==> src/common/cpu_seq_pkg.sv <==
package cpu_seq_pkg;

	// vector locations, low byte first
	localparam logic [15:0] VEC_NMI = 16'hfffa;
	localparam logic [15:0] VEC_RES = 16'hfffc;
	localparam logic [15:0] VEC_IRQ = 16'hfffe;

	// page numbers
	localparam logic [7:0] STACK_PAGE = 8'h01;
	localparam logic [7:0] ZERO_PAGE = 8'h00;

	// processor cycles of the reset wait (after the one reset cycle) before the vector fetch
	localparam logic [2:0] RESET_CYCLES = 3'h6;

	// idle level of the active-low pins in the synchronisers
	localparam logic [1:0] PIN_IDLE = 2'h3;

	// sequencer states
	typedef enum logic [3:0] {
		ST_RESET = 4'b0000,
		ST_RWAIT = 4'b0001,
		ST_IDLE = 4'b0010,
		ST_FETCH = 4'b0011,
		ST_PUSH_H = 4'b0100,
		ST_PUSH_L = 4'b0101,
		ST_PUSH_P = 4'b0110,
		ST_VEC_L = 4'b0111,
		ST_VEC_H = 4'b1000,
		ST_PTR_L = 4'b1001,
		ST_PTR_H = 4'b1010
	} state_t;

	// addressing modes requested by the core
	typedef enum logic [3:0] {
		AM_IMM = 4'b0000,
		AM_ABS = 4'b0001,
		AM_ZP = 4'b0010,
		AM_ZPX = 4'b0011,
		AM_ZPY = 4'b0100,
		AM_ABSX = 4'b0101,
		AM_ABSY = 4'b0110,
		AM_REL = 4'b0111,
		AM_INDX = 4'b1000,
		AM_INDY = 4'b1001,
		AM_IND = 4'b1010
	} mode_t;

endpackage

==> src/rtl/addr_gen.sv <==
`timescale 1ns/1ps
// effective-address arithmetic, purely combinational
module addr_gen (
	// request
	input logic [3:0] mode,
	input logic [7:0] op1,
	input logic [7:0] op2,
	input logic [7:0] x,
	input logic [7:0] y,
	input logic [15:0] pc,
	// pointer bytes already read
	input logic [7:0] lo,
	input logic [7:0] hi,
	// results
	output logic [15:0] ptr,
	output logic [15:0] ptr_next,
	output logic [15:0] ea
);
	logic [7:0] zx; // page-zero sum with X, carry dropped
	logic [7:0] zy; // page-zero sum with Y, carry dropped
	logic [15:0] base; // second and third byte
	logic [15:0] ind; // pointer contents

	assign zx = op1 + x;
	assign zy = op1 + y;
	assign base = {op2, op1};
	assign ind = {hi, lo};

	// pointer locations for the indirect modes
	always_comb begin
		ptr = base;
		ptr_next = base + 16'h0001;
		case (mode)
			cpu_seq_pkg::AM_INDX: begin
				// both pointer bytes stay in page zero
				ptr = {cpu_seq_pkg::ZERO_PAGE, zx};
				ptr_next = {cpu_seq_pkg::ZERO_PAGE, zx + 8'h01};
			end
			cpu_seq_pkg::AM_INDY: begin
				ptr = {cpu_seq_pkg::ZERO_PAGE, op1};
				ptr_next = {cpu_seq_pkg::ZERO_PAGE, op1 + 8'h01};
			end
			default: begin
				ptr = base;
				ptr_next = base + 16'h0001;
			end
		endcase
	end

	// final effective address per mode
	always_comb begin
		case (mode)
			cpu_seq_pkg::AM_ABS: ea = base;
			cpu_seq_pkg::AM_ZP: ea = {cpu_seq_pkg::ZERO_PAGE, op1};
			cpu_seq_pkg::AM_ZPX: ea = {cpu_seq_pkg::ZERO_PAGE, zx};
			cpu_seq_pkg::AM_ZPY: ea = {cpu_seq_pkg::ZERO_PAGE, zy};
			cpu_seq_pkg::AM_ABSX: ea = base + {8'h00, x};
			cpu_seq_pkg::AM_ABSY: ea = base + {8'h00, y};
			// offset sign-extended onto the next-instruction address
			cpu_seq_pkg::AM_REL: ea = pc + {{8{op1[7]}}, op1};
			cpu_seq_pkg::AM_INDX: ea = ind;
			// carry from the low sum ripples into the high byte
			cpu_seq_pkg::AM_INDY: ea = ind + {8'h00, y};
			cpu_seq_pkg::AM_IND: ea = ind;
			default: ea = pc; // immediate: operand sits at pc
		endcase
	end

endmodule

==> src/rtl/exception_sequencer.sv <==
`timescale 1ns/1ps
// bus sequencer for reset, interrupt entry, opcode fetch and
// indirect address walks; one processor cycle is two clocks (three for a fetch),
// phase 1 (ph low) then phase 2 (ph high)
module exception_sequencer (
	// clock, enable, reset
	input logic CLK,
	input logic CE,
	input logic RST,
	// asynchronous pins, active low except RDY
	input logic RES_N,
	input logic IRQ_N,
	input logic NMI_N,
	input logic SO_N,
	input logic RDY,
	// system bus
	output logic [15:0] ADDR,
	input logic [7:0] DIN,
	output logic [7:0] DOUT,
	output logic WRITE,
	output logic SYNC,
	output logic PHI2,
	// core: instruction boundary and context
	input logic NEXT_REQ,
	input logic [15:0] PC_IN,
	input logic [7:0] P_IN,
	input logic [7:0] SP_IN,
	input logic I_FLAG,
	// core: address request
	input logic AG_REQ,
	input logic [3:0] AG_MODE,
	input logic [7:0] OP1,
	input logic [7:0] OP2,
	input logic [7:0] X,
	input logic [7:0] Y,
	// results to the core
	output logic [7:0] OPCODE,
	output logic OPCODE_VALID,
	output logic PC_LOAD,
	output logic [15:0] PC_NEW,
	output logic SP_LOAD,
	output logic [7:0] SP_NEW,
	output logic SET_I,
	output logic SET_V,
	output logic [15:0] EA,
	output logic EA_VALID,
	output logic [7:0] OPERAND
);

	// every flip-flop of the module
	typedef struct packed {
		cpu_seq_pkg::state_t st; // sequencer state
		logic ph; // 0 phase 1, 1 phase 2
		logic [2:0] cnt; // reset wait counter
		logic [1:0] res_q; // pin synchronisers
		logic [1:0] irq_q;
		logic [1:0] nmi_q;
		logic [1:0] so_q;
		logic [1:0] rdy_q;
		logic nmi_prev; // last phase 2 sample
		logic so_prev; // last phase 1 sample
		logic nmi_pend; // latched edge
		logic is_nmi; // vector choice of the sequence
		logic [15:0] vec; // vector being read
		logic [15:0] pc; // context held for the pushes
		logic [7:0] sp;
		logic [7:0] p;
		logic [3:0] mode; // addressing mode in progress
		logic [7:0] lo; // first byte read
		logic [15:0] addr; // bus outputs
		logic [7:0] dout;
		logic write;
		logic sync;
		logic fx; // first phase-2 clock of a fetch spent
		logic [7:0] opcode; // core outputs
		logic opvalid;
		logic pcload;
		logic [15:0] pcnew;
		logic spload;
		logic [7:0] spnew;
		logic seti;
		logic setv;
		logic [15:0] ea;
		logic eavalid;
		logic [7:0] operand;
	} regs_t;

	regs_t r; // registered state
	regs_t next_r; // next state
	logic [3:0] ag_mode; // mode fed to the arithmetic
	logic [15:0] ag_ptr; // first pointer location
	logic [15:0] ag_ptr_next; // second pointer location
	logic [15:0] ag_ea; // resulting effective address
	logic [7:0] ag_hi; // high pointer byte
	logic freeze; // read cycle held by RDY or by the fetch stretch clock
	logic adv; // end of a processor cycle
	logic res_ok; // reset pin released
	logic rdy_ok; // hold input high
	logic want_irq; // maskable request would be taken

	// a fresh request is computed from the live mode,
	// a walk in progress from the captured one
	assign ag_mode = (r.st == cpu_seq_pkg::ST_IDLE) ? AG_MODE : r.mode;
	// high pointer byte is on the bus during the last read
	// read data share this clock, so no synchroniser on DIN
	assign ag_hi = DIN;

	addr_gen u_addr_gen (
		.mode(ag_mode),
		.op1(OP1),
		.op2(OP2),
		.x(X),
		.y(Y),
		.pc(PC_IN),
		.lo(r.lo),
		.hi(ag_hi),
		.ptr(ag_ptr),
		.ptr_next(ag_ptr_next),
		.ea(ag_ea)
	);

	// only second synchroniser stages feed logic
	assign res_ok = r.res_q[1];
	assign rdy_ok = r.rdy_q[1];
	// maskable request only while the mask is clear; it is a
	// level, so the source keeps it low until the push starts
	assign want_irq = !r.irq_q[1] && !I_FLAG;

	// RDY halts read cycles only; writes run on, and the
	// reset wait counts regardless of RDY
	always_comb begin
		freeze = !r.write && !rdy_ok &&
			(r.st != cpu_seq_pkg::ST_RESET) &&
			(r.st != cpu_seq_pkg::ST_RWAIT);
		// a fetch spends one extra clock in phase 2 so that a hold
		// dropped in its phase 1 has crossed the pin synchroniser
		// before the opcode is taken; each fetch costs three clocks
		if ((r.st == cpu_seq_pkg::ST_FETCH) && r.ph && !r.fx) begin
			freeze = 1'b1;
		end
		adv = r.ph && !freeze;
	end

	// next-state logic
	always_comb begin
		next_r = r;
		// pin synchronisers
		next_r.res_q = {r.res_q[0], RES_N};
		next_r.irq_q = {r.irq_q[0], IRQ_N};
		next_r.nmi_q = {r.nmi_q[0], NMI_N};
		next_r.so_q = {r.so_q[0], SO_N};
		next_r.rdy_q = {r.rdy_q[0], RDY};
		// one-cycle strobes drop by default
		next_r.opvalid = 1'b0;
		next_r.pcload = 1'b0;
		next_r.spload = 1'b0;
		next_r.seti = 1'b0;
		next_r.setv = 1'b0;
		next_r.eavalid = 1'b0;
		// phase stays at 2 while frozen; a frozen cycle keeps its
		// address, data, write and marker; the one-cycle strobes still drop
		next_r.ph = !r.ph || freeze;
		// marks the stretch clock of a fetch; cleared outside fetch
		next_r.fx = (r.st == cpu_seq_pkg::ST_FETCH) && r.ph;

		if (!res_ok) begin
			// reset held: abort any sequence, never write
			// RDY is not looked at; the wait after release is fixed
			next_r.st = cpu_seq_pkg::ST_RESET;
			next_r.write = 1'b0;
			next_r.sync = 1'b0;
			next_r.ph = 1'b0;
		end else if (adv) begin
			case (r.st)
				// rising edge of reset seen
				cpu_seq_pkg::ST_RESET: begin
					next_r.st = cpu_seq_pkg::ST_RWAIT;
					next_r.cnt = 3'h0;
				end
				// initialisation cycles before the vector
				cpu_seq_pkg::ST_RWAIT: begin
					if (r.cnt == cpu_seq_pkg::RESET_CYCLES - 3'h1) begin
						next_r.seti = 1'b1;
						next_r.vec = cpu_seq_pkg::VEC_RES;
						next_r.addr = cpu_seq_pkg::VEC_RES;
						next_r.st = cpu_seq_pkg::ST_VEC_L;
					end else begin
						next_r.cnt = r.cnt + 3'h1;
					end
				end
				// boundary: interrupts are looked at only here
				// a boundary outranks an address request
				cpu_seq_pkg::ST_IDLE: begin
					if (NEXT_REQ) begin
						next_r.pc = PC_IN;
						next_r.sp = SP_IN;
						next_r.p = P_IN;
						if (r.nmi_pend || want_irq) begin
							// non-maskable wins, mask not consulted
							next_r.is_nmi = r.nmi_pend;
							next_r.nmi_pend = 1'b0;
							next_r.st = cpu_seq_pkg::ST_PUSH_H;
							next_r.addr = {cpu_seq_pkg::STACK_PAGE, SP_IN};
							next_r.dout = PC_IN[15:8];
							next_r.write = 1'b1;
						end else begin
							// opcode fetch with the marker up
							next_r.st = cpu_seq_pkg::ST_FETCH;
							next_r.addr = PC_IN;
							next_r.sync = 1'b1;
						end
					end else if (AG_REQ) begin
						next_r.mode = AG_MODE;
						next_r.operand = OP1;
						if ((AG_MODE == cpu_seq_pkg::AM_INDX) ||
							(AG_MODE == cpu_seq_pkg::AM_INDY) ||
							(AG_MODE == cpu_seq_pkg::AM_IND)) begin
							next_r.st = cpu_seq_pkg::ST_PTR_L;
							next_r.addr = ag_ptr;
						end else begin
							// direct modes need no bus cycle
							next_r.ea = ag_ea;
							next_r.eavalid = 1'b1;
						end
					end
				end
				// opcode arrives at the end of phase 2
				// marker drops as the opcode is handed over
				cpu_seq_pkg::ST_FETCH: begin
					next_r.opcode = DIN;
					next_r.opvalid = 1'b1;
					next_r.sync = 1'b0;
					next_r.st = cpu_seq_pkg::ST_IDLE;
				end
				// return address high, then low, then status
				cpu_seq_pkg::ST_PUSH_H: begin
					next_r.addr = {cpu_seq_pkg::STACK_PAGE,
						r.sp - 8'h01};
					next_r.dout = r.pc[7:0];
					next_r.st = cpu_seq_pkg::ST_PUSH_L;
				end
				cpu_seq_pkg::ST_PUSH_L: begin
					next_r.addr = {cpu_seq_pkg::STACK_PAGE,
						r.sp - 8'h02};
					next_r.dout = r.p;
					next_r.st = cpu_seq_pkg::ST_PUSH_P;
				end
				// pushes done: mask goes up, vector is read
				// stack pointer goes back to the core once, after all three
				cpu_seq_pkg::ST_PUSH_P: begin
					next_r.write = 1'b0;
					next_r.seti = 1'b1;
					next_r.spload = 1'b1;
					next_r.spnew = r.sp - 8'h03;
					if (r.is_nmi) begin
						next_r.vec = cpu_seq_pkg::VEC_NMI;
						next_r.addr = cpu_seq_pkg::VEC_NMI;
					end else begin
						next_r.vec = cpu_seq_pkg::VEC_IRQ;
						next_r.addr = cpu_seq_pkg::VEC_IRQ;
					end
					next_r.st = cpu_seq_pkg::ST_VEC_L;
				end
				// vectors are even, the high byte sits one up
				cpu_seq_pkg::ST_VEC_L: begin
					next_r.lo = DIN;
					next_r.addr = {r.vec[15:1], 1'b1};
					next_r.st = cpu_seq_pkg::ST_VEC_H;
				end
				// every reset and interrupt entry ends with this load
				cpu_seq_pkg::ST_VEC_H: begin
					next_r.pcload = 1'b1;
					next_r.pcnew = {DIN, r.lo};
					next_r.st = cpu_seq_pkg::ST_IDLE;
				end
				// pointer low byte, then its neighbour
				cpu_seq_pkg::ST_PTR_L: begin
					next_r.lo = DIN;
					next_r.addr = ag_ptr_next;
					next_r.st = cpu_seq_pkg::ST_PTR_H;
				end
				cpu_seq_pkg::ST_PTR_H: begin
					next_r.ea = ag_ea;
					next_r.eavalid = 1'b1;
					next_r.st = cpu_seq_pkg::ST_IDLE;
				end
				default: begin
					next_r.st = cpu_seq_pkg::ST_IDLE;
				end
			endcase
		end

		// set-overflow edge, sampled as phase 1 ends
		// no pending flag: the core sets V from the pulse itself
		if (!r.ph) begin
			next_r.so_prev = r.so_q[1];
			next_r.setv = r.so_prev && !r.so_q[1];
		end
		// edge latch placed after the clear so a new edge
		// in the clearing cycle survives
		if (r.ph) begin
			next_r.nmi_prev = r.nmi_q[1];
			if (r.nmi_prev && !r.nmi_q[1]) begin
				next_r.nmi_pend = 1'b1;
			end
		end
	end

	// single register stage; CE low holds everything
	// RST puts the edge detectors at the pins' idle level, so
	// no false edge follows reset
	always_ff @(posedge CLK) begin
		if (RST) begin
			r <= '0;
			r.st <= cpu_seq_pkg::ST_RESET;
			r.irq_q <= cpu_seq_pkg::PIN_IDLE;
			r.nmi_q <= cpu_seq_pkg::PIN_IDLE;
			r.so_q <= cpu_seq_pkg::PIN_IDLE;
			r.nmi_prev <= 1'b1;
			r.so_prev <= 1'b1;
		end else if (CE) begin
			r <= next_r;
		end
	end

	// outputs straight from the register
	// PHI2 tells bus partners which half of the cycle runs
	assign ADDR = r.addr;
	assign DOUT = r.dout;
	assign WRITE = r.write;
	assign SYNC = r.sync;
	assign PHI2 = r.ph;
	assign OPCODE = r.opcode;
	assign OPCODE_VALID = r.opvalid;
	assign PC_LOAD = r.pcload;
	assign PC_NEW = r.pcnew;
	assign SP_LOAD = r.spload;
	assign SP_NEW = r.spnew;
	assign SET_I = r.seti;
	assign SET_V = r.setv;
	assign EA = r.ea;
	assign EA_VALID = r.eavalid;
	assign OPERAND = r.operand;

endmodule

==> config.mk <==
export PLATFORM = sky130hd
export DESIGN_NAME = exception_sequencer
export DESIGN_NICKNAME = d
export VERILOG_FILES = /design/src/common/cpu_seq_pkg.sv /design/src/rtl/addr_gen.sv /design/src/rtl/exception_sequencer.sv
export SDC_FILE = /design/constraint.sdc
export NUM_CORES = 1
export LEC_CHECK = 0
export BUFFER_PORTS_ARGS = -buffer_cell sky130_fd_sc_hd__clkbuf_2
export CAP_MARGIN = 20
export CORE_ASPECT_RATIO = 0.9
export CORE_MARGIN = 3
export CORE_UTILIZATION = 45
export DETAILED_ROUTE_END_ITERATION = 8
export PLACE_DENSITY_LB_ADDON = 0.12
export SLEW_MARGIN = 20
export SYNTH_ARGS = -nofsm -noshare
export SYNTH_HDL_FRONTEND = slang
export SYNTH_SLANG_ARGS = --single-unit
==> constraint.sdc <==
create_clock -name CLK -period 6.7 [get_ports CLK]
set_clock_uncertainty 0.1 [all_clocks]
set_input_delay 1.34 -clock CLK [delete_from_list [all_inputs] [get_ports CLK]]
set_output_delay 1.34 -clock CLK [all_outputs]
set_load 0.02 [all_outputs]
# After elaboration in Yosys (flattened, before gate mapping)

Index checks and enable logic that the tools add are counted.

Word-level logic and storage cells: 198
Bits in latches: 0
Memories: 0
ROM bits: 0
Flip-flop bits (word level): 171
Bits in writable memories: 0

Bitwise gates (word level): 2
Reduce and logical (&&, ||, !) cells: 48
Div/mod/pow operators: 0
Order comparisons: 0
Shifts and indexed selects: 0
$add $sub $neg: 13
Equality and inequality tests: 43
Muxes and demuxes: 58
Multiply operators: 0

Operators by type and width:

| operator                                       | count |
|---|---|
| one-hot mux 16 bit (9 select lines)            | 1 |
| one-hot mux 16 bit (7 select lines)            | 1 |
| one-hot mux 16 bit (2 select lines)            | 3 |
| two-way mux 88 bit                             | 1 |
| two-way mux 86 bit                             | 1 |
| two-way mux 16 bit                             | 5 |
| two-way mux 28 bit                             | 2 |
| two-way mux 25 bit                             | 2 |
| adder 16 x 8 -> 16 bit                         | 3 |
| == test 4 bit (second input constant)          | 9 |
| two-way mux 36 bit                             | 1 |
| two-way mux 4 bit                              | 9 |
| two-way mux 9 bit                              | 4 |
| two-way mux 17 bit                             | 2 |
| one-hot mux 17 bit (2 select lines)            | 1 |
| == test 4 x 3 -> 1 bit (second input constant) | 8 |
| two-way mux 32 bit                             | 1 |
| one-hot mux 4 bit (8 select lines)             | 1 |
| AND reduction 5 bit                            | 6 |
| one-hot mux 8 bit (3 select lines)             | 1 |
| AND reduction 6 bit                            | 3 |
| adder 16 x 1 -> 16 bit (second input constant) | 1 |
| adder 16 bit                                   | 1 |
| adder 8 x 1 -> 8 bit (second input constant)   | 2 |
| other kinds (35)                               | 95 |

# Logic depth before layout (Yosys ltp)

Gate-level depths: netlist of run 1.

Word-level depth: 12
Depth in mapped cells: 18
Gate-level depth less buffers: 13

# By module

A second synthesis of run 1 with hierarchy kept.

Cells, all modules: 1545
Area total of the unflattened synthesis: 11476.0 µm²

By module, submodules not included:

| module              | area each (µm²) | instances | cells each |
|---|---|---|---|
| exception_sequencer | 7450.9          | 1         | 894 |
| addr_gen            | 4025.1          | 1         | 651 |

# Worst setup path before layout of run 1

No wires, ideal clock.

Kind: input to register
Start: in AG_MODE[1]
End: reg r (netlist bit EA[9])
Arrival: 5.144 ns
Slack: 1.321 ns
Path buffers: 5
Library setup time: 0.135 ns
Stages on the path: 17
Cell sequence: clkbuf_1 -> nor4bb_1 -> mux2_4 -> buf_6 -> clkbuf_1 -> clkbuf_1 -> nand2_1 -> nand2_1 -> ha_1 -> clkbuf_1 -> and3_1 -> a221o_1 -> o22ai_1 -> nor2_1 -> xor2_1 -> a2111oi_2 -> o32ai_1

Longest elaborated chain between the ends: 8

Ends and longest elaborated chain:

| what                                | RTL line                   | text |
|---|---|---|
| start, declared                     | exception_sequencer.sv:31  | `input logic [3:0] AG_MODE,` |
| two-way mux 4 bit                   | exception_sequencer.sv:103 | `assign ag_mode = (r.st == cpu_seq_pkg::ST_IDLE) ? AG_MODE : r.mode;` |
| == test 4 bit                       | addr_gen.sv:52             | `case (mode)` |
| OR reduction 2 bit (no line)        | n/a                        |  |
| one-hot mux 16 bit (9 select lines) | addr_gen.sv:52             |  |
| two-way mux 17 bit                  | exception_sequencer.sv:215 | `if ((AG_MODE == cpu_seq_pkg::AM_INDX) \|\|` |
| two-way mux 25 bit                  | exception_sequencer.sv:212 | `end else if (AG_REQ) begin` |
| two-way mux 25 bit                  | exception_sequencer.sv:194 | `if (NEXT_REQ) begin` |
| one-hot mux 17 bit (2 select lines) | exception_sequencer.sv:174 | `case (r.st)` |
| end signal, assigned                | exception_sequencer.sv:322 | `r <= next_r;` |
| end, declared                       | exception_sequencer.sv:88  | `regs_t r;` |

Parallel ways exist; a longest one is shown, timed or not. The select of a mux whose other input is x is not followed.
A chain may end at the register's enable or synchronous reset.

# Final worst setup path of run 1

Start: in AG_MODE[0]
End: reg r (netlist bit EA[10])

Same word-level chain as after synthesis.

==> results.py, run 1 <==
metrics = {
    "synthesis": {
        "syn_area_sq_mm": 0.0114,
        "ys_types": 86,
        "synth_top_area_share_pct": 26.3,
        "synthCells": 1471,
        "ys.flop_type": "dfxtp_1",
        "async_reset_ff_share_pct": 0,
        "synth_edf_count": 0,
        "synth_nets": 1612,
        "ys_seq_area_share_pct": 26.3,
        "ys_warn_count": 0,
        "synth_area_leaders": "dfxtp_1, mux2i_1, nand2_1",
        "yosys_register_bits": 150,
        "synth_top_area_cell": "dfxtp_1",
        "avgSynthCellArea_sq_um": 7.77,
    },
    "clock_tree": {
        "cts_resized": 0,
        "clk_path_buf_depth": 2,
        "cts-buffers-inserted": 17,
        "insertion_delay_ns": 0.45,
        "tritoncts": "yes",
        "clk_pin_slew_worst_paths_ns": 0.08,
        "clock_sinks": 150,
        "ctsHtreeMaxLevel": 4,
        "root_buffer": "clkbuf_16",
        "holdBufCountCts": 0,
        "post_cts_buffers": 0,
    },
    "critical_path": {
        "crit_type": "in -> reg",
        "r2r_start": "r[168]",
        "worstPathMaxFanout": 16,
        "slowest_stage": "nor4bb_1",
        "rrSetupSlack_ns": 1.54,
        "worstSetupStartpointType": "input port",
        "crit_path_end_kind": "flip-flop",
        "cp.arrival_ns": 5.59,
        "cpMostUsedCell": "nand2_1",
        "cp_slowest_stage_delay_ns": 0.80,
        "r2r_end": "EA[10]",
        "cp_cell_sequence": "clkbuf_2, nor4bb_1, mux2i_4, buf_4, nand2_1, nand2_1, ha_1, fa_1, nand3_1, nand2_1, a31oi_1, nor3_1, xor2_1, a2111oi_0, o21ai_0",
        "crit_required_ns": 6.92,
        "startpoint": "AG_MODE[0]",
        "crit_end": "EA[10]",
        "reg2reg_depth": 14,
    },
    "timing": {
        "fin_crit_ns": 5.38,
        "maxSlewViolCount": 0,
        "hold_viol_final": 0,
        "setup_viol": 0,
        "fin_setup_tns_ns": 0,
        "worst_pin_slew_ns": 0.949,
        "rsz0062_at_grt": "false",
        "max_slew_margin_pct": 36.8,
        "fin_crit_sh_pct": 80.2,
        "fmax_mhz": 186,
    },
    "routing": {
        "viasPerCell": 6.07,
        "avgRoutedWirePerCell_um": 21.4,
        "num_vias": 11200,
        "ant_nets": 0,
        "drc_errors": 0,
        "drt_iter0_markers": 1303,
        "firstDrtPassIters": 7,
        "wl_um": 39600,
    },
    "placement": {
        "dp_hpwl_um": 29100,
        "portBuffers": 175,
        "gp_congestion": 0.969,
    },
    "global_routing": {
        "grt_max_degree": 70,
        "grt_pass1_wl_um": 61300,
        "grt_pass1_vias": 10500,
        "track_usage_pct": 28.5,
        "antenna_found_initial": 0,
        "grt_overflow": 0,
    },
    "job": {
        "cap_violations": 0,
    },
    "floorplanning": {
        "die_h_um": 157,
        "design.die.area_sq_mm": 0.0273,
        "initial_core_util_pct": 46.4,
        "ios": 176,
        "core_sq_mm": 0.0246,
        "fp-row-count": 54,
        "die_x_um": 174,
    },
    "power_and_ir_drop": {
        "p_total_uw": 2290,
        "p_leak_uw": 0.00520,
        "powerDensity_mw_per_mm2": 184,
        "ir_worst_vdd_uv": 153,
    },
    "layout": {
        "most-common-layout-cells": "nand2_1, clkbuf_2, dfxtp_1",
        "finish.utilization_pct": 50.5,
        "layout_commonest_cell": "nand2_1",
        "layout-drive-gt1-share_pct": 17.5,
        "nets": 1640,
        "area_growth_pct": 8.83,
    },
    "worst_hold_path": {
        "min_path_type": "reg -> reg",
        "hp-start": "SP_NEW[2]",
    },
    "run_status": {
        "status": "complete, no violations",
    },
}
## sequential cells by signal (all words and copies together), names as in the netlist
name          cells
r                56
ADDR             16
EA               16
PC_NEW           16
DOUT              8
OPCODE            8
OPERAND           8
SP_NEW            8
next_r            5
EA_VALID          1
OPCODE_VALID      1
PC_LOAD           1
PHI2              1
SET_I             1
SET_V             1
SP_LOAD           1
SYNC              1
WRITE             1
## metal layers
metal  vias up  wire, um  track usage [%]
li1       5303         -                -
met3        72      3840             7.02
met1      5292     18200             40.6
met5         -         0                0
met2       557     16500             41.9
met4         0      1090             9.84
## cell usage after synthesis, drive strengths merged, types with 28 or more instances
cell type	instances
buf	103
dfxtp	150
clkbuf	81
xnor2	35
mux2i	77
inv	28
nor2	147
nand3	44
nand2	197
o21ai	62
a21oi	113
a211oi	29
ha	50
## how the worst min path moves through the flow
stage	depth (start not counted)	to	slack [ns]
finish	2	SP_NEW[2]	0.36
global route	2	OPCODE[4]	0.37
CTS	2	OPCODE[4]	0.36
detailed placement	2	OPCODE[4]	0.35
global placement	2	r[123]	0.34
floorplan	2	SP_NEW[2]	0.33
## power breakdown
group / internal, uW / total [uW] / switching (uW)
combinational: 129 / 371 / 242
clock: 514 / 1020 / 508
sequential: 894 / 897 / 2.79
## critical path, delay by kind of cell
family	cells	cell delay, ns
and+or+nand+nor	6	1.29
AOI/OAI and AO/OA	3	1.25
adders and majority gates	2	0.63
buffers and inverters	2	0.51
muxes	1	0.37
xor gates and xnor gates	1	0.18
## area by class of cell
type | instances | area [sq um]
Antenna cell | 1 | 2.50
Clock buffer | 17 | 425
Fill cell | 2500 | 12200
Tap cell | 336 | 420
Inverter | 28 | 105
Timing Repair Buffer | 193 | 1010
Multi-Input combinational cell | 1109 | 7270
Clock inverter | 15 | 189
Sequential cell | 150 | 3000
## per-stage QoR
stage	setup slack [ns]	instances	area (sq um)	hold WS [ns]
after floorplan	1.32	1471	11400	0.332
after global placement	1.23	1816	11800	0.341
after detailed placement	0.922	1816	11800	0.348
after CTS	1.40	1848	12400	0.358
after global routing	1.04	1848	12400	0.374
final	1.32	1849	12400	0.358
## cell families after synthesis
family / share of synthesized area, %
compound gates: 23.0
simple gates: 20.8
flops: 26.3
fa+ha+maj: 6.18
buf+inv: 10.1
mux: 8.99
xor+xnor: 4.68
Power figures use the tool's default switching activity.
==> inputs of run 2 (changes only) <==
- clock period: 6.7 -> 4.9 ns (I/O delays scaled with it)
==> results.py, run 2 (same netlist as run 1, synthesis figures left out) <==
metrics = {
    "power_and_ir_drop": {
        "ir_worst_vdd_uv": 247,
        "p_comb_share_pct": 16.4,
        "intPower_uw": 2100,
        "p_switching_uw": 1030,
        "power_frac_clock_pct": 44.5,
        "p_leak_uw": 0.00527,
        "pwr-share-seq_pct": 39.1,
        "p_sw_share_pct": 33.0,
        "p_total_uw": 3140,
        "powerDensity_mw_per_mm2": 250,
    },
    "layout": {
        "layout-drive-gt1-share_pct": 18.2,
        "top_register": "r",
        "nets": 1653,
        "finish.utilization_pct": 51.0,
        "most-common-layout-cells": "nand2_1, clkbuf_2, dfxtp_1",
        "regArea_sq_mm": 0.00300,
        "multi_input_area_sq_mm": 0.00728,
        "area_growth_pct": 9.80,
        "largest_reg_flops": 56,
        "fin_area_sq_mm": 0.0125,
        "layout_commonest_cell": "nand2_1",
        "nFillCells": 2463,
    },
    "floorplanning": {
        "design.die.area_sq_mm": 0.0273,
        "fp-row-count": 54,
        "die_x_um": 174,
        "core_sq_mm": 0.0246,
        "die_h_um": 157,
        "initial_core_util_pct": 46.4,
        "ios": 176,
    },
    "clock_tree": {
        "insertion_delay_ns": 0.44,
        "ctsHtreeMaxLevel": 4,
        "clk_pin_slew_worst_paths_ns": 0.08,
        "cts-buffers-inserted": 17,
        "clk_path_buf_depth": 2,
        "post_cts_buffers": 0,
        "cts_resized": 0,
        "clock_sinks": 150,
        "root_buffer": "clkbuf_16",
        "tritoncts": "yes",
        "holdBufCountCts": 0,
    },
    "routing": {
        "ant_nets": 0,
        "viasPerCell": 6.11,
        "avgRoutedWirePerCell_um": 21.8,
        "wl_um": 40600,
        "num_vias": 11400,
        "firstDrtPassIters": 7,
        "drt_iter0_markers": 1594,
        "drc_errors": 0,
    },
    "worst_hold_path": {
        "min_path_type": "reg -> reg",
    },
    "critical_path": {
        "cp.arrival_ns": 4.37,
        "cp_slowest_stage_delay_ns": 0.56,
        "path_delay_family": "compound AO/OA/AOI/OAI gates",
        "worstSetupStartpointType": "input port",
        "crit_buf_inv": 2,
        "cpMostUsedCell": "nand2_1",
        "slowest_stage": "nor4bb_2",
        "crit_path_end_kind": "flip-flop",
        "cp_cell_sequence": "clkbuf_2, nor4bb_2, mux2_4, nand2_1, nand2_1, ha_1, a21o_1, or3_1, a31oi_1, buf_4, or4_1, a21oi_1, a2111oi_0, o21ai_0",
        "worstPathMaxFanout": 14,
        "crit_required_ns": 5.11,
        "crit_type": "in -> reg",
    },
    "timing": {
        "fin_crit_sh_pct": 84.9,
        "max_slew_margin_pct": 29.2,
        "fin_setup_tns_ns": 0,
        "hold_viol_final": 0,
        "worst_pin_slew_ns": 1.06,
        "fin_crit_ns": 4.16,
        "rsz0062_at_grt": "false",
        "maxSlewViolCount": 0,
        "fmax_mhz": 240,
        "hold-worst-slack_ns": 0.353,
        "setup_viol": 0,
    },
    "global_routing": {
        "grt_pass1_vias": 10500,
        "track_usage_pct": 28.8,
        "grt_max_degree": 75,
        "grt_pass1_wl_um": 61600,
        "antenna_found_initial": 0,
        "grt_overflow": 0,
    },
    "placement": {
        "dpl_cell_area_sq_mm": 0.0119,
        "gp_congestion": 1.01,
        "dp_hpwl_um": 30000,
        "portBuffers": 175,
    },
    "run_status": {
        "status": "complete, no violations",
    },
    "job": {
        "cap_violations": 0,
    },
}
## run 2: cell types whose count changed in the layout (fill, tap and decap cells not counted)
cell      change
buf_4        +13
clkinv_8      +3
inv_12        -2
inv_8         -1
nor4bb_1      -1
nor4bb_2      +1
o21ai_1       +1
o21ai_2       -1
o22ai_1       -1
o22ai_2       +1
## run 2: tightest hold or removal path: cells and delay by family, from the launching register on
kind / cells / cell delay (ns)
AND/OR/NAND/NOR: 1 / 0.05
flip-flops: 1 / 0.32
AO/OA/AOI/OAI: 1 / 0.05
## run 2: power groups by stage
stage / Sequential (uW) / Clock (uW) / Combinational (uW)
after floorplan: 1250 / 0 / 328
after global placement: 1260 / 0 / 499
after detailed placement: 1260 / 0 / 501
after CTS: 1230 / 1420 / 503
after global routing: 1230 / 1460 / 561
final: 1230 / 1390 / 516
## run 2: cell type report
type | count | area share [%]
clock buffers | 17 | 3.39
diodes | 1 | 0.0200
flip-flops and latches | 150 | 23.9
well taps | 336 | 3.35
inverters | 28 | 0.838
repair buffers | 206 | 8.86
clock inverters | 15 | 1.55
multi-input cells | 1109 | 58.1
## run 2: layer usage
| layer | part of all wire [%] | up-vias | track usage [%] | routed length, um |
|---|---|---|---|---|
| met5 | 0 | - | 0 | 0 |
| met3 | 10 | 82 | 7.12 | 4230 |
| met1 | 45 | 5381 | 41.4 | 18400 |
| met2 | 41 | 585 | 42.3 | 16800 |
| li1 | - | 5325 | - | - |
| met4 | 2.8 | 0 | 9.34 | 1140 |
## run 2: metrics by stage
step / instances / setup WS, ns
2_1_floorplan: 1471 / 0.0923
3_3_place_gp: 1828 / 0.430
3_5_place_dp: 1829 / 0.363
4_1_cts: 1861 / 0.830
5_1_grt: 1861 / 0.519
6_report: 1862 / 0.739
## run 2: path summary, 6_finish.rpt
path	startpoint	to	slack [ns]	depth (start not counted)
min	SP_NEW[2]	SP_NEW[2]	0.35	2
max	AG_MODE[0]	EA[10]	0.74	14
min reg2reg	SP_NEW[2]	SP_NEW[2]	0.35	2
max reg2reg	r[97]	EA[10]	0.81	13
==> inputs of run 3 (changes only) <==
- ABC_AREA: unset -> 1
- clock period: 4.9 -> 4.4 ns (I/O delays scaled with it)
==> results.py, run 3 <==
metrics = {
    "worst_hold_path": {
        "min_path_type": "reg -> reg",
    },
    "routing": {
        "avgRoutedWirePerCell_um": 18.7,
        "drc_errors": 0,
        "firstDrtPassIters": 8,
        "ant_nets": 0,
        "viasPerCell": 5.61,
        "num_vias": 11300,
        "wl_um": 37500,
        "drt_iter0_markers": 1046,
    },
    "timing": {
        "rsz0062_at_grt": "false",
        "hold_viol_final": 0,
        "fmax_mhz": 263,
        "worst_pin_slew_ns": 1.04,
        "fin_setup_tns_ns": 0,
        "setup_viol": 0,
        "hold-worst-slack_ns": 0.361,
        "max_slew_margin_pct": 30.7,
        "fin_crit_sh_pct": 86.4,
        "maxSlewViolCount": 0,
        "fin_crit_ns": 3.80,
    },
    "layout": {
        "layout-drive-gt1-share_pct": 15.3,
        "diodes": 0,
        "layout_commonest_cell": "nand2_1",
        "top_register": "r",
        "largest_reg_flops": 56,
        "fin_cells": 2011,
        "area_growth_pct": 10.5,
        "most-common-layout-cells": "nand2_1, inv_1, a21oi_1",
        "nets": 1842,
    },
    "clock_tree": {
        "tritoncts": "yes",
        "clk_path_buf_depth": 2,
        "root_buffer": "clkbuf_16",
        "cts-buffers-inserted": 17,
        "clk_pin_slew_worst_paths_ns": 0.08,
        "ctsHtreeMaxLevel": 4,
        "insertion_delay_ns": 0.44,
        "holdBufCountCts": 0,
        "clock_sinks": 150,
        "post_cts_buffers": 0,
        "cts_resized": 0,
    },
    "placement": {
        "portBuffers": 175,
        "dp_hpwl_um": 28800,
        "gp_congestion": 0.980,
        "dp_cells": 1979,
    },
    "critical_path": {
        "worstPathMaxFanout": 14,
        "worstSetupStartpointType": "flip-flop",
        "cp.arrival_ns": 4.01,
        "crit_required_ns": 4.61,
        "crit_path_end_kind": "flip-flop",
        "slowest_stage": "dfxtp_1",
        "cp_cell_sequence": "nor2_2, nand2_2, nand2_1, nand2_1, nor2_4, nand2_4, inv_2, nand2_1, o21ai_0, ha_1, fa_1, nand3_1, nand2_1, nand4_1, nand2_1, nand3_1, nor2_2, nand2_1, nor2_1, nor2_1, nand2_1, nand3_1, nand2_1, a21oi_1",
        "crit_type": "reg -> reg",
        "cp_slowest_stage_delay_ns": 0.34,
        "cpMostUsedCell": "nand2_1",
    },
    "power_and_ir_drop": {
        "ir_worst_vdd_uv": 328,
        "p_leak_uw": 0.00552,
        "powerDensity_mw_per_mm2": 309,
    },
    "synthesis": {
        "yosysMostFrequentCell": "nand2_1",
        "avgSynthCellArea_sq_um": 6.57,
        "yosys_register_bits": 150,
        "synth_top_area_share_pct": 28.0,
        "synth-simple-area-share_pct": 23.8,
        "synth_edf_count": 0,
        "ys.flop_type": "dfxtp_1",
        "synth_area_leaders": "dfxtp_1, nand2_1, a21oi_1",
        "syn_area_sq_mm": 0.0107,
        "async_reset_ff_share_pct": 0,
        "synthCells": 1632,
        "synthAdderAreaFrac_pct": 6.58,
        "synth-xor-area-share_pct": 2.21,
        "ys_types": 54,
        "synth_top_cells_by_count": "nand2_1, inv_1, a21oi_1, o21ai_0, nor2_1",
        "synth_compound_area_share_pct": 24.6,
        "muxShareOfSynthArea_pct": 0,
        "synth_top_family_by_area": "compound AO/OA/AOI/OAI gates",
        "synth_nets": 1773,
        "ys_seq_area_share_pct": 28.0,
        "ys_warn_count": 0,
        "synth_top_area_cell": "dfxtp_1",
    },
    "global_routing": {
        "grt_overflow": 0,
        "grt_pass1_wl_um": 57700,
        "antenna_found_initial": 0,
        "grt_pass1_vias": 10300,
        "track_usage_pct": 28.1,
        "grt_max_degree": 46,
    },
    "floorplanning": {
        "core_sq_mm": 0.0230,
        "initial_core_util_pct": 46.7,
        "die_h_um": 152,
        "die_x_um": 169,
        "ios": 176,
        "fp-row-count": 52,
        "design.die.area_sq_mm": 0.0257,
    },
    "job": {
        "cap_violations": 0,
    },
    "run_status": {
        "status": "complete, no violations",
    },
}
==> run 3: changes by cell type after synthesis, moves of 33 or more <==
cell	previous run	this run
a21oi_1	111	185
o21ai_0	58	171
nand2_1	197	282
clkbuf_1	81	48
nand3_1	43	88
mux2i_1	76	0
inv_1	28	186
==> run 3: cells by family (layout without fill, tap and decap cells) <==
| kind of cell | after synthesis | in the layout |
|---|---|---|
| and+or+nand+nor | 598 | 598 |
| AOI/OAI and AO/OA | 469 | 469 |
| buffers and inverters | 334 | 416 |
| DFF | 150 | 150 |
| adders and majority gates | 54 | 54 |
| xor gates and xnor gates | 27 | 27 |
==> run 3: worst max-delay path: cells and delay by family (launching register included) <==
family,cells,cell delay (ns)
buf+inv,1,0.15
simple gates,19,2.49
flops,1,0.34
compound gates,2,0.14
fa+ha+maj,2,0.43
==> run 3: area by class of cell <==
class / instances / area (sq um)
tap: 297 / 372
clock buffer: 17 / 425
inverter: 193 / 724
sequential: 150 / 3000
multi-input combinational: 1148 / 6130
clock inverter: 15 / 180
timing repair buffer: 191 / 1010
fill: 2368 / 11100
==> run 3: where the power goes <==
group / total [uW] / switching, uW / internal [uW]
clock: 1520 / 745 / 772
sequential: 1380 / 11.6 / 1370
combinational: 764 / 517 / 247
==> run 3: metal layers <==
layer / share of wire (%) / routed length [um] / track usage [%] / up-vias
met5: 0 / 0 / 0 / -
met4: 3.3 / 1220 / 9.93 / 0
met3: 8.4 / 3160 / 4.44 / 70
met2: 41 / 15400 / 40.8 / 514
met1: 47 / 17700 / 41.9 / 5152
li1: - / - / - / 5542
==> run 3: final timing paths <==
check / startpoint / endpoint / slack, ns / depth (start not counted)
min: r[118] / r[118] / 0.36 / 2
max reg2reg: r[170] / EA[14] / 0.60 / 24
max: r[170] / EA[14] / 0.60 / 24
min reg2reg: r[118] / r[118] / 0.36 / 2
==> run 3: metrics by stage <==
stage	power [uW]	util, %	cell area (sq um)	worst slack, ns
after floorplan	1910	-	10700	0.883
after global placement	2150	48.9	11200	0.625
after detailed placement	2160	48.9	11200	0.541
after CTS	3660	51.6	11800	0.697
after global routing	3820	51.6	11800	0.127
final	3660	51.6	11800	0.600
